[src/design/accel_regs_pkg.sv]
// Constants, types and field layout shared by the accelerometer output and status bank.
// Overview of operation
// - The combined new-sample status bit 3 is set whenever any enabled axis delivers a sample.
// - The combined new-sample bit clears once the high bytes of all three axes have been read.
// - Each axis flag (Z bit 2, Y bit 1, X bit 0) sets on its sample and clears on its high read.
// - Samples sit at 0x01 to 0x06 as X, Y, Z pairs, high byte bits 9..2, low byte bits 1..0 on top.
// - A burst read walks the address up from the status byte through all six data bytes.
// - With fast read set, auto-increment skips every low byte, so a burst takes four bytes.
// - A low byte reads only directly after its own high byte; otherwise it reads zero.
// - A high read followed by its low read returns both parts of the same sample.
// - The two-bit mode field shows standby 00 after reset, wake 01 and sleep 10.
// - Each interrupt origin flag sets on a rising event and stays until its own clear; orientation and fall/motion clear on their source reads.
// - The data-ready origin flag survives status reads and clears when all high bytes are read.
// - Origin flags sit at bit 7 sleep/wake, 4 orientation, 2 fall/motion, 0 data ready.
// - The combined overrun bit sets when a sample replaces an unread one, clears on all reads.
// - The data-ready origin flag rises when overrun or new-sample is set and it is enabled.
// - The sleep/wake origin flag clears when the mode register is read.
package accel_regs_pkg;
  localparam int SAMPLE_W = 10;
  localparam int AXES = 3;
  localparam int FIFO_DEPTH = 8;
  localparam int HI_SHIFT = 2;
  localparam logic [7:0] ADDR_STATUS = 8'h00;
  localparam logic [7:0] ADDR_X_HI = 8'h01;
  localparam logic [7:0] ADDR_X_LO = 8'h02;
  localparam logic [7:0] ADDR_Y_HI = 8'h03;
  localparam logic [7:0] ADDR_Y_LO = 8'h04;
  localparam logic [7:0] ADDR_Z_HI = 8'h05;
  localparam logic [7:0] ADDR_Z_LO = 8'h06;
  localparam logic [7:0] ADDR_MODE = 8'h0B;
  localparam logic [7:0] ADDR_IRQ = 8'h0C;
  localparam logic [7:0] ADDR_NONE = 8'hFF;
  localparam logic [7:0] ADDR_STEP = 8'h01;
  localparam logic [7:0] ADDR_FAST_STEP = 8'h02;
  localparam logic [AXES-1:0][7:0] HI_ADDR = {ADDR_Z_HI, ADDR_Y_HI, ADDR_X_HI};
  localparam logic [AXES-1:0][7:0] LO_ADDR = {ADDR_Z_LO, ADDR_Y_LO, ADDR_X_LO};
  localparam int STAT_OVR_BIT = 7;
  localparam int STAT_NEW_BIT = 3;
  localparam int STAT_X_BIT = 0;
  localparam int IRQ_SLEEP_BIT = 7;
  localparam int IRQ_ORIENT_BIT = 4;
  localparam int IRQ_FALL_BIT = 2;
  localparam int IRQ_DRDY_BIT = 0;
  localparam logic [7:0] BYTE_ZERO = 8'h00;
  localparam logic [5:0] LO_PAD = 6'h00;
  localparam logic [5:0] MODE_PAD = 6'h00;
  localparam logic [1:0] MODE_CODE_RESERVED = 2'h3;
  localparam logic [SAMPLE_W-1:0] SAMPLE_RESET = 10'h000;

  typedef enum logic [1:0] {
    MODE_STANDBY = 2'b00,
    MODE_WAKE = 2'b01,
    MODE_SLEEP = 2'b10
  } op_mode_t;

  typedef struct packed {
    logic [AXES-1:0] axis_valid;
    logic [SAMPLE_W-1:0] z;
    logic [SAMPLE_W-1:0] y;
    logic [SAMPLE_W-1:0] x;
  } sample_t;

  typedef struct packed {
    logic start;
    logic [7:0] addr;
    logic strobe;
    logic stop;
  } rd_req_t;
endpackage : accel_regs_pkg

[src/design/accel_output_status_regs.sv]
// Read-only output, status, mode and interrupt origin register bank.
`timescale 1ns/10ps
module accel_output_status_regs (
  input wire logic clk,
  input wire logic rst,
  input wire accel_regs_pkg::rd_req_t rd_req,
  output logic [7:0] rd_data,
  output logic rd_valid,
  input wire accel_regs_pkg::sample_t sample_in,
  input wire logic sample_valid,
  output logic sample_ready,
  input wire logic fast_read_en,
  input wire logic drdy_int_en,
  input wire logic [1:0] mode_in,
  input wire logic sleep_wake_event,
  input wire logic orient_event,
  input wire logic fall_event,
  input wire logic orient_src_read,
  input wire logic fall_src_read
);
  localparam int AX = accel_regs_pkg::AXES;
  localparam int SW = accel_regs_pkg::SAMPLE_W;
  localparam int HS = accel_regs_pkg::HI_SHIFT;

  accel_regs_pkg::sample_t fifo_data;
  logic fifo_valid, pop;

  // Samples wait here while a host burst is open, so a burst sees one stable snapshot.
  sample_fifo #(
    .WIDTH($bits(accel_regs_pkg::sample_t)),
    .DEPTH(accel_regs_pkg::FIFO_DEPTH)
  ) u_fifo (
    .clk(clk),
    .rst(rst),
    .in_data(sample_in),
    .in_valid(sample_valid),
    .in_ready(sample_ready),
    .out_data(fifo_data),
    .out_valid(fifo_valid),
    .out_ready(pop)
  );

  logic burst_reg, burst_next;
  logic [7:0] ptr_reg, ptr_next;
  logic [7:0] lo_ok_reg, lo_ok_next;
  logic [HS-1:0] lo_hold_reg, lo_hold_next;
  logic [7:0] rd_data_next;
  logic [7:0] status_byte, irq_byte, mux_byte;
  logic [SW-1:0] axis_reg [AX];
  logic [SW-1:0] axis_next [AX];
  logic [AX-1:0] axis_new_reg, axis_new_next, hi_seen_reg, hi_seen_next;
  logic [AX-1:0] hi_sel, new_axis;
  logic new_any, all_read, new_all_reg, new_all_next, ovr_reg, ovr_next;
  accel_regs_pkg::op_mode_t mode_reg, mode_next;
  logic sleep_flag_reg, sleep_flag_next, orient_flag_reg, orient_flag_next;
  logic fall_flag_reg, fall_flag_next, drdy_flag_reg, drdy_flag_next;
  logic sleep_prev_reg, orient_prev_reg, fall_prev_reg, cond_prev_reg;
  logic drdy_cond, drdy_rise, mode_read;

  // Draining pauses during an open burst, which back-pressures the sample source.
  assign pop = fifo_valid && !burst_reg && !rd_req.start;

  // Per-axis data, new-sample flags and high-read tracking.
  for (genvar i = 0; i < AX; i++) begin : g_axis
    always_comb begin
      hi_sel[i] = rd_req.strobe && !rd_req.start && ptr_reg == accel_regs_pkg::HI_ADDR[i];
      new_axis[i] = pop && fifo_data.axis_valid[i];
      axis_new_next[i] = new_axis[i] || (axis_new_reg[i] && !hi_sel[i]);
      hi_seen_next[i] = (new_any || all_read) ? 1'b0 : (hi_seen_reg[i] || hi_sel[i]);
    end
  end

  always_comb begin
    new_any = |new_axis;
    all_read = &(hi_seen_reg | hi_sel);
    axis_next[0] = new_axis[0] ? fifo_data.x : axis_reg[0];
    axis_next[1] = new_axis[1] ? fifo_data.y : axis_reg[1];
    axis_next[2] = new_axis[2] ? fifo_data.z : axis_reg[2];
    new_all_next = new_any || (new_all_reg && !all_read);
    ovr_next = (|(new_axis & axis_new_reg)) || (ovr_reg && !all_read);
  end

  always_ff @(posedge clk) begin
    if (rst) begin
      for (int k = 0; k < AX; k++) begin
        axis_reg[k] <= accel_regs_pkg::SAMPLE_RESET;
      end
      axis_new_reg <= '0;
      hi_seen_reg <= '0;
      new_all_reg <= 1'b0;
      ovr_reg <= 1'b0;
    end else begin
      for (int k = 0; k < AX; k++) begin
        axis_reg[k] <= axis_next[k];
      end
      axis_new_reg <= axis_new_next;
      hi_seen_reg <= hi_seen_next;
      new_all_reg <= new_all_next;
      ovr_reg <= ovr_next;
    end
  end

  // Mode and interrupt origin flags; a set in the same cycle as its clear wins.
  always_comb begin
    mode_read = rd_req.strobe && !rd_req.start && ptr_reg == accel_regs_pkg::ADDR_MODE;
    if (mode_in == accel_regs_pkg::MODE_CODE_RESERVED) begin
      mode_next = mode_reg;
    end else begin
      mode_next = accel_regs_pkg::op_mode_t'(mode_in);
    end
    drdy_cond = (ovr_reg || new_all_reg) && drdy_int_en;
    drdy_rise = drdy_cond && !cond_prev_reg;
    sleep_flag_next = (sleep_wake_event && !sleep_prev_reg)
      || (sleep_flag_reg && !mode_read);
    orient_flag_next = (orient_event && !orient_prev_reg)
      || (orient_flag_reg && !orient_src_read);
    fall_flag_next = (fall_event && !fall_prev_reg)
      || (fall_flag_reg && !fall_src_read);
    drdy_flag_next = drdy_rise || (drdy_flag_reg && !all_read);
  end

  always_ff @(posedge clk) begin
    if (rst) begin
      mode_reg <= accel_regs_pkg::MODE_STANDBY;
      sleep_flag_reg <= 1'b0;
      orient_flag_reg <= 1'b0;
      fall_flag_reg <= 1'b0;
      drdy_flag_reg <= 1'b0;
      sleep_prev_reg <= 1'b0;
      orient_prev_reg <= 1'b0;
      fall_prev_reg <= 1'b0;
      cond_prev_reg <= 1'b0;
    end else begin
      mode_reg <= mode_next;
      sleep_flag_reg <= sleep_flag_next;
      orient_flag_reg <= orient_flag_next;
      fall_flag_reg <= fall_flag_next;
      drdy_flag_reg <= drdy_flag_next;
      sleep_prev_reg <= sleep_wake_event;
      orient_prev_reg <= orient_event;
      fall_prev_reg <= fall_event;
      cond_prev_reg <= drdy_cond;
    end
  end

  // Read path: address pointer, low-byte pairing and the read data mux.
  always_comb begin
    status_byte = accel_regs_pkg::BYTE_ZERO;
    status_byte[accel_regs_pkg::STAT_OVR_BIT] = ovr_reg;
    status_byte[accel_regs_pkg::STAT_NEW_BIT] = new_all_reg;
    for (int k = 0; k < AX; k++) begin
      status_byte[accel_regs_pkg::STAT_X_BIT + k] = axis_new_reg[k];
    end
    irq_byte = accel_regs_pkg::BYTE_ZERO;
    irq_byte[accel_regs_pkg::IRQ_SLEEP_BIT] = sleep_flag_reg;
    irq_byte[accel_regs_pkg::IRQ_ORIENT_BIT] = orient_flag_reg;
    irq_byte[accel_regs_pkg::IRQ_FALL_BIT] = fall_flag_reg;
    irq_byte[accel_regs_pkg::IRQ_DRDY_BIT] = drdy_flag_reg;
    mux_byte = accel_regs_pkg::BYTE_ZERO;
    if (ptr_reg == accel_regs_pkg::ADDR_STATUS) begin
      mux_byte = status_byte;
    end else if (ptr_reg == accel_regs_pkg::ADDR_MODE) begin
      mux_byte = {accel_regs_pkg::MODE_PAD, mode_reg};
    end else if (ptr_reg == accel_regs_pkg::ADDR_IRQ) begin
      mux_byte = irq_byte;
    end
    lo_hold_next = lo_hold_reg;
    lo_ok_next = lo_ok_reg;
    for (int k = 0; k < AX; k++) begin
      if (ptr_reg == accel_regs_pkg::HI_ADDR[k]) begin
        mux_byte = axis_reg[k][SW-1:HS];
      end
      if (ptr_reg == accel_regs_pkg::LO_ADDR[k] && lo_ok_reg == ptr_reg) begin
        mux_byte = {lo_hold_reg, accel_regs_pkg::LO_PAD};
      end
    end
    if (rd_req.strobe && !rd_req.start) begin
      lo_ok_next = accel_regs_pkg::ADDR_NONE;
      for (int k = 0; k < AX; k++) begin
        if (hi_sel[k]) begin
          lo_hold_next = axis_reg[k][HS-1:0];
          lo_ok_next = accel_regs_pkg::LO_ADDR[k];
        end
      end
    end
    rd_data_next = (rd_req.strobe && !rd_req.start) ? mux_byte : rd_data;
    burst_next = burst_reg;
    ptr_next = ptr_reg;
    if (rd_req.start) begin
      burst_next = 1'b1;
      ptr_next = rd_req.addr;
      lo_ok_next = accel_regs_pkg::ADDR_NONE;
    end else begin
      if (rd_req.stop) begin
        burst_next = 1'b0;
      end
      if (rd_req.strobe) begin
        if (fast_read_en && hi_sel != '0) begin
          ptr_next = ptr_reg + accel_regs_pkg::ADDR_FAST_STEP;
        end else begin
          ptr_next = ptr_reg + accel_regs_pkg::ADDR_STEP;
        end
      end
    end
  end

  always_ff @(posedge clk) begin
    if (rst) begin
      burst_reg <= 1'b0;
      ptr_reg <= accel_regs_pkg::ADDR_STATUS;
      lo_ok_reg <= accel_regs_pkg::ADDR_NONE;
      lo_hold_reg <= '0;
      rd_data <= accel_regs_pkg::BYTE_ZERO;
      rd_valid <= 1'b0;
    end else begin
      burst_reg <= burst_next;
      ptr_reg <= ptr_next;
      lo_ok_reg <= lo_ok_next;
      lo_hold_reg <= lo_hold_next;
      rd_data <= rd_data_next;
      rd_valid <= rd_req.strobe && !rd_req.start;
    end
  end

  logic rd_take;
  logic [HS-1:0] x_low_bits;
  assign rd_take = rd_req.strobe && !rd_req.start;
  assign x_low_bits = axis_reg[0][HS-1:0];
endmodule : accel_output_status_regs

[src/design/sample_fifo.sv]
// Parameterised valid/ready FIFO that buffers incoming samples.
`timescale 1ns/10ps
module sample_fifo #(
  parameter int WIDTH = 33,
  parameter int DEPTH = 8
) (
  input wire logic clk,
  input wire logic rst,
  input wire logic [WIDTH-1:0] in_data,
  input wire logic in_valid,
  output logic in_ready,
  output logic [WIDTH-1:0] out_data,
  output logic out_valid,
  input wire logic out_ready
);
  localparam int PW = $clog2(DEPTH);
  localparam logic [PW:0] DEPTH_CNT = (PW + 1)'(DEPTH);
  localparam logic [PW-1:0] LAST = (PW)'(DEPTH - 1);
  logic [WIDTH-1:0] mem_reg [DEPTH];
  logic [PW-1:0] wr_reg, wr_next, rd_reg, rd_next;
  logic [PW:0] cnt_reg, cnt_next;
  logic push, pop;

  // Full and empty come straight from the occupancy count.
  always_comb begin
    in_ready = cnt_reg != DEPTH_CNT;
    out_valid = cnt_reg != '0;
    out_data = mem_reg[rd_reg];
    push = in_valid && in_ready;
    pop = out_valid && out_ready;
    wr_next = push ? ((wr_reg == LAST) ? '0 : wr_reg + 1'b1) : wr_reg;
    rd_next = pop ? ((rd_reg == LAST) ? '0 : rd_reg + 1'b1) : rd_reg;
    cnt_next = cnt_reg;
    if (push && !pop) begin
      cnt_next = cnt_reg + 1'b1;
    end else if (pop && !push) begin
      cnt_next = cnt_reg - 1'b1;
    end
  end

  always_ff @(posedge clk) begin
    if (rst) begin
      wr_reg <= '0;
      rd_reg <= '0;
      cnt_reg <= '0;
    end else begin
      wr_reg <= wr_next;
      rd_reg <= rd_next;
      cnt_reg <= cnt_next;
    end
  end

  // Storage has no reset; only locations written are ever read.
  always_ff @(posedge clk) begin
    if (push) begin
      mem_reg[wr_reg] <= in_data;
    end
  end
endmodule : sample_fifo

[config.mk]
export PLATFORM = sky130hd
export DESIGN_NAME = accel_output_status_regs
export DESIGN_NICKNAME = d
export VERILOG_FILES = /design/src/design/accel_regs_pkg.sv /design/src/design/accel_output_status_regs.sv /design/src/design/sample_fifo.sv
export SDC_FILE = /design/constraint.sdc
export NUM_CORES = 1
export LEC_CHECK = 0
export CAP_MARGIN = 0
export CORE_UTILIZATION = 45
export DETAILED_ROUTE_END_ITERATION = 10
export DONT_BUFFER_PORTS = 1
export RECOVER_POWER = 50
export REMOVE_ABC_BUFFERS = 1
export SLEW_MARGIN = 40
export SYNTH_ARGS = -nofsm -noshare
export SYNTH_HDL_FRONTEND = slang
export SYNTH_SLANG_ARGS = --single-unit
[constraint.sdc]
create_clock -name clk -period 4.4 [get_ports clk]
set_input_delay 0.22 -clock clk [delete_from_list [all_inputs] [get_ports clk]]
set_output_delay 0.22 -clock clk [all_outputs]
set_load 0.02 [all_outputs]
==> flow_summary.toml <==
[outcome]
status = "finished with violations"
violations = "capacitance limit, slew limit"

[critical_path]
cp_common_cell = "o21ai_0"
max_stage_delay_ps = 2150
r2r_setup_slack_ps = 980
crit_chain = "clkbuf_1, nor2_1, o21ai_0, o21ai_0, a31o_2"
crit_type = "in -> reg"
cp_slowest_cell = "clkbuf_1"
reg2reg_to = "ptr_reg[7]$_SDFFE_PP0P_"
reg2reg_depth = 7
critPathRequiredTime_ps = 4810
crit_arrival_ps = 3890
cp_max_fo = 63
timing.rr.start = "ptr_reg[1]$_SDFFE_PP0P_"
end_kind = "register"
cp-start-kind = "primary input"

[job]
drv_cap = 1

[sta]
rsz0062_at_grt = "false"
finalCriticalPeriod_ps = 3482
hold_viol = 0
worst_pin_slew_ps = 3109
max-slew-margin-rel_pct = -107.2
fin_hold_ws_ps = 8.136
period_share_pct = 79.14
max_clock_freq_mhz = 287.2
fin_tns_setup_ps = 0
drv_slew = 64
skew_ps = 7.409
finalSetupViolCount = 0

[placed_design]
port_buffers = 0
hpwl_mm = 16.83
place_congestion = 0.8721
dp_cells = 1211

[clock_network]
tritoncts = "yes"
clk_latency_ps = 510
postCtsSetupBuffers = 0
clockBufferDepth = 3
htree_num_levels = 2
cts_root_buf = "clkbuf_16"
clk_pin_slew_ps = 60
ctsResizeCount = 0
clock-sinks = 348
cts_buffers = 37

[die]
die-area_mm2 = 0.03124
initial_core_util_pct = 45.99
die_height_um = 176.7
die-width_um = 176.7
ios = 66
core_area_mm2 = 0.02987
rows = 63

[detailed_routing]
drtIter0Drc = 716
vias_per_cell = 5.639
routedWlPerCell_um = 21.25
dr.pass1.iters = 5
vias = 7584
drcViolationCount = 0
drt.antenna.violating_nets = 0
routed_wl_mm = 28.58

[hold_path]
whs_path_depth = 3
hp-start = "rd_req[10]"
hold_class = "in -> reg"
hold_end = "ptr_reg[1]$_SDFFE_PP0P_"

[logic_synthesis]
synthFlopType = "edfxtp_1"
synth_area_per_cell_um2 = 16.15
synth_cell_types = 59
synth_edf_count = 264
ys_ff_latch = 348
yosysWarnings = 0
ys_seq_area_share_pct = 69.93
synthArstFlopShare_pct = 0
netlist_area_mm2 = 0.01374
syn_inst = 851

[pwr]
ir_drop_mv = 0.3544
p_per_area_mw_per_mm2 = 498.7
p_leak_uw = 0.005118
power_uw = 8006

[finish]
areaGrowthSynthToFinish_pct = 16.83
largest_reg_flops = 264
stdcell_count = 1345
drive_above_1_share_pct = 15.76
layout.nets = 992
fill_cells = 2422
utilization_pct = 53.73

[grt]
grt_usage_pct = 18.88
first_global_vias = 7560
grt_pass1_wl_mm = 44.33
grt_max_degree = 64
grt_antenna_before_repair = 3
grt-ovfl-total = 0
grt_use_met3_pct = 3.436
use_met1_pct = 27.17
busiest_layer = "met2"
grt_use_met2_pct = 29.26
-- metrics by stage --
stage                     setup WS (ps)  area [um2]
after floorplan                  -147.4       13560
after global placement             1547       14240
after detailed placement           1538       14250
after CTS                          1121       16080
after global routing              567.6       16050
final                             917.8       16050
-- cells by family (layout without fill, tap and decap cells) --
kind of cell | after synthesis | in the layout | synth area share [%]
AOI/OAI and AO/OA | 132 | 132 | 6.520
xor gates and xnor gates | 8 | 8 | 0.5099
adders and majority gates | 13 | 13 | 1.238
buffers and inverters | 58 | 159 | 1.639
DFF | 348 | 348 | 69.93
muxes | 109 | 109 | 13.79
other | 0 | 3 | 0
and+or+nand+nor | 183 | 183 | 6.374
-- cell usage in the layout (no fill, tap or decap), types with 5 or more instances in the layout --
cell type      synthesis  routed
clkbuf_16              0      39
nor3_1                11       7
clkinv_1               1       8
a21oi_1               26      26
mux2i_1               43      43
nand2b_1              14      14
nor3_2                 1       5
a21o_1                 6       6
mux4_2                64      64
and3_1                 5       5
nand3_1                7       7
nand2_1               41      41
ha_1                  12      12
a211oi_1              34      34
dlygate4sd3_1          0      62
buf_4                  0      12
a31oi_1                7       7
nor2_1                72      67
edfxtp_1             264     264
inv_1                 12      12
xnor2_1                5       5
dfxtp_1               84      80
clkbuf_1              27      12
o21ai_0               24      24
-- Yosys cell counts (3+ instances only) --
cell type	instances	area share [%]
a21oi_1	26	0.95
nand3_1	7	0.25
nor4_1	3	0.14
a31oi_1	7	0.32
nand2_1	41	1.1
xnor2_1	5	0.32
ha_1	12	1.1
o21a_1	3	0.16
nor3b_1	3	0.16
or3_1	4	0.18
o22a_1	3	0.19
nor2_1	72	2.0
xor2_1	3	0.19
edfxtp_1	264	58
and3_1	5	0.23
dfxtp_1	84	12
nor2b_1	5	0.23
a221oi_1	3	0.19
nor3_1	11	0.40
a22o_1	3	0.19
a21o_1	6	0.33
nand2b_1	14	0.64
buf_1	12	0.33
mux2i_1	43	3.1
buf_2	6	0.22
a22oi_1	3	0.16
a211oi_1	34	1.9
clkbuf_1	27	0.74
mux4_2	64	10
nand4_1	4	0.18
o21ai_0	24	0.87
inv_1	12	0.33
-- worst max-delay path by stage --
stage	from	cells after the start	endpoint
3_5_place_dp	u_fifo.cnt_reg[0]$_SDFFE_PP0P_	12	u_fifo.cnt_reg[3]$_SDFFE_PP0P_
5_1_grt	rst	5	rd_data[5]$_SDFFE_PP0P_
3_3_place_gp	u_fifo.cnt_reg[0]$_SDFFE_PP0P_	12	u_fifo.cnt_reg[3]$_SDFFE_PP0P_
4_1_cts	ptr_reg[1]$_SDFFE_PP0P_	7	ptr_reg[7]$_SDFFE_PP0P_
2_1_floorplan	u_fifo.cnt_reg[0]$_SDFFE_PP0P_	4	u_fifo.mem_reg[0][0]$_DFFE_PP_
6_report	rst	5	rd_data[5]$_SDFFE_PP0P_
-- layout make-up --
cell class / instances / area, um2 / share of cell area [%]
Tap cell: 390 / 488.0 / 3.040
Clock inverter: 16 / 130.1 / 0.8106
Timing Repair Buffer: 78 / 742.0 / 4.622
Multi-Input combinational cell: 445 / 3961 / 24.68
Clock buffer: 52 / 1056 / 6.578
Inverter: 13 / 48.80 / 0.3040
Antenna cell: 3 / 7.507 / 0.04677
Sequential cell: 348 / 9619 / 59.92
-- critical path: cells and delay by family --
family | cells | cell delay (ps)
buffers and inverters | 1 | 2150
AO/OA/AOI/OAI | 3 | 950
AND/OR/NAND/NOR | 1 | 540
-- per-layer routing --
layer | up-vias | share of wire [%]
met5 | - | 0
met4 | 0 | 2.3
met3 | 40 | 5.9
met2 | 240 | 46
met1 | 3791 | 46
li1 | 3513 | -
-- repair_timing --
item	CTS	global route
endpoints found under the setup margin	0	0
hold buffers	63	0
hold endpoints to repair	336	0
-- report_power, final --
group	switching (uW)	internal, uW	leakage, uW
combinational	572	520	0.00145
clock	1200	1800	0.000585
sequential	145	3770	0.00309
No activity file was read; power rests on OpenSTA's default activity.
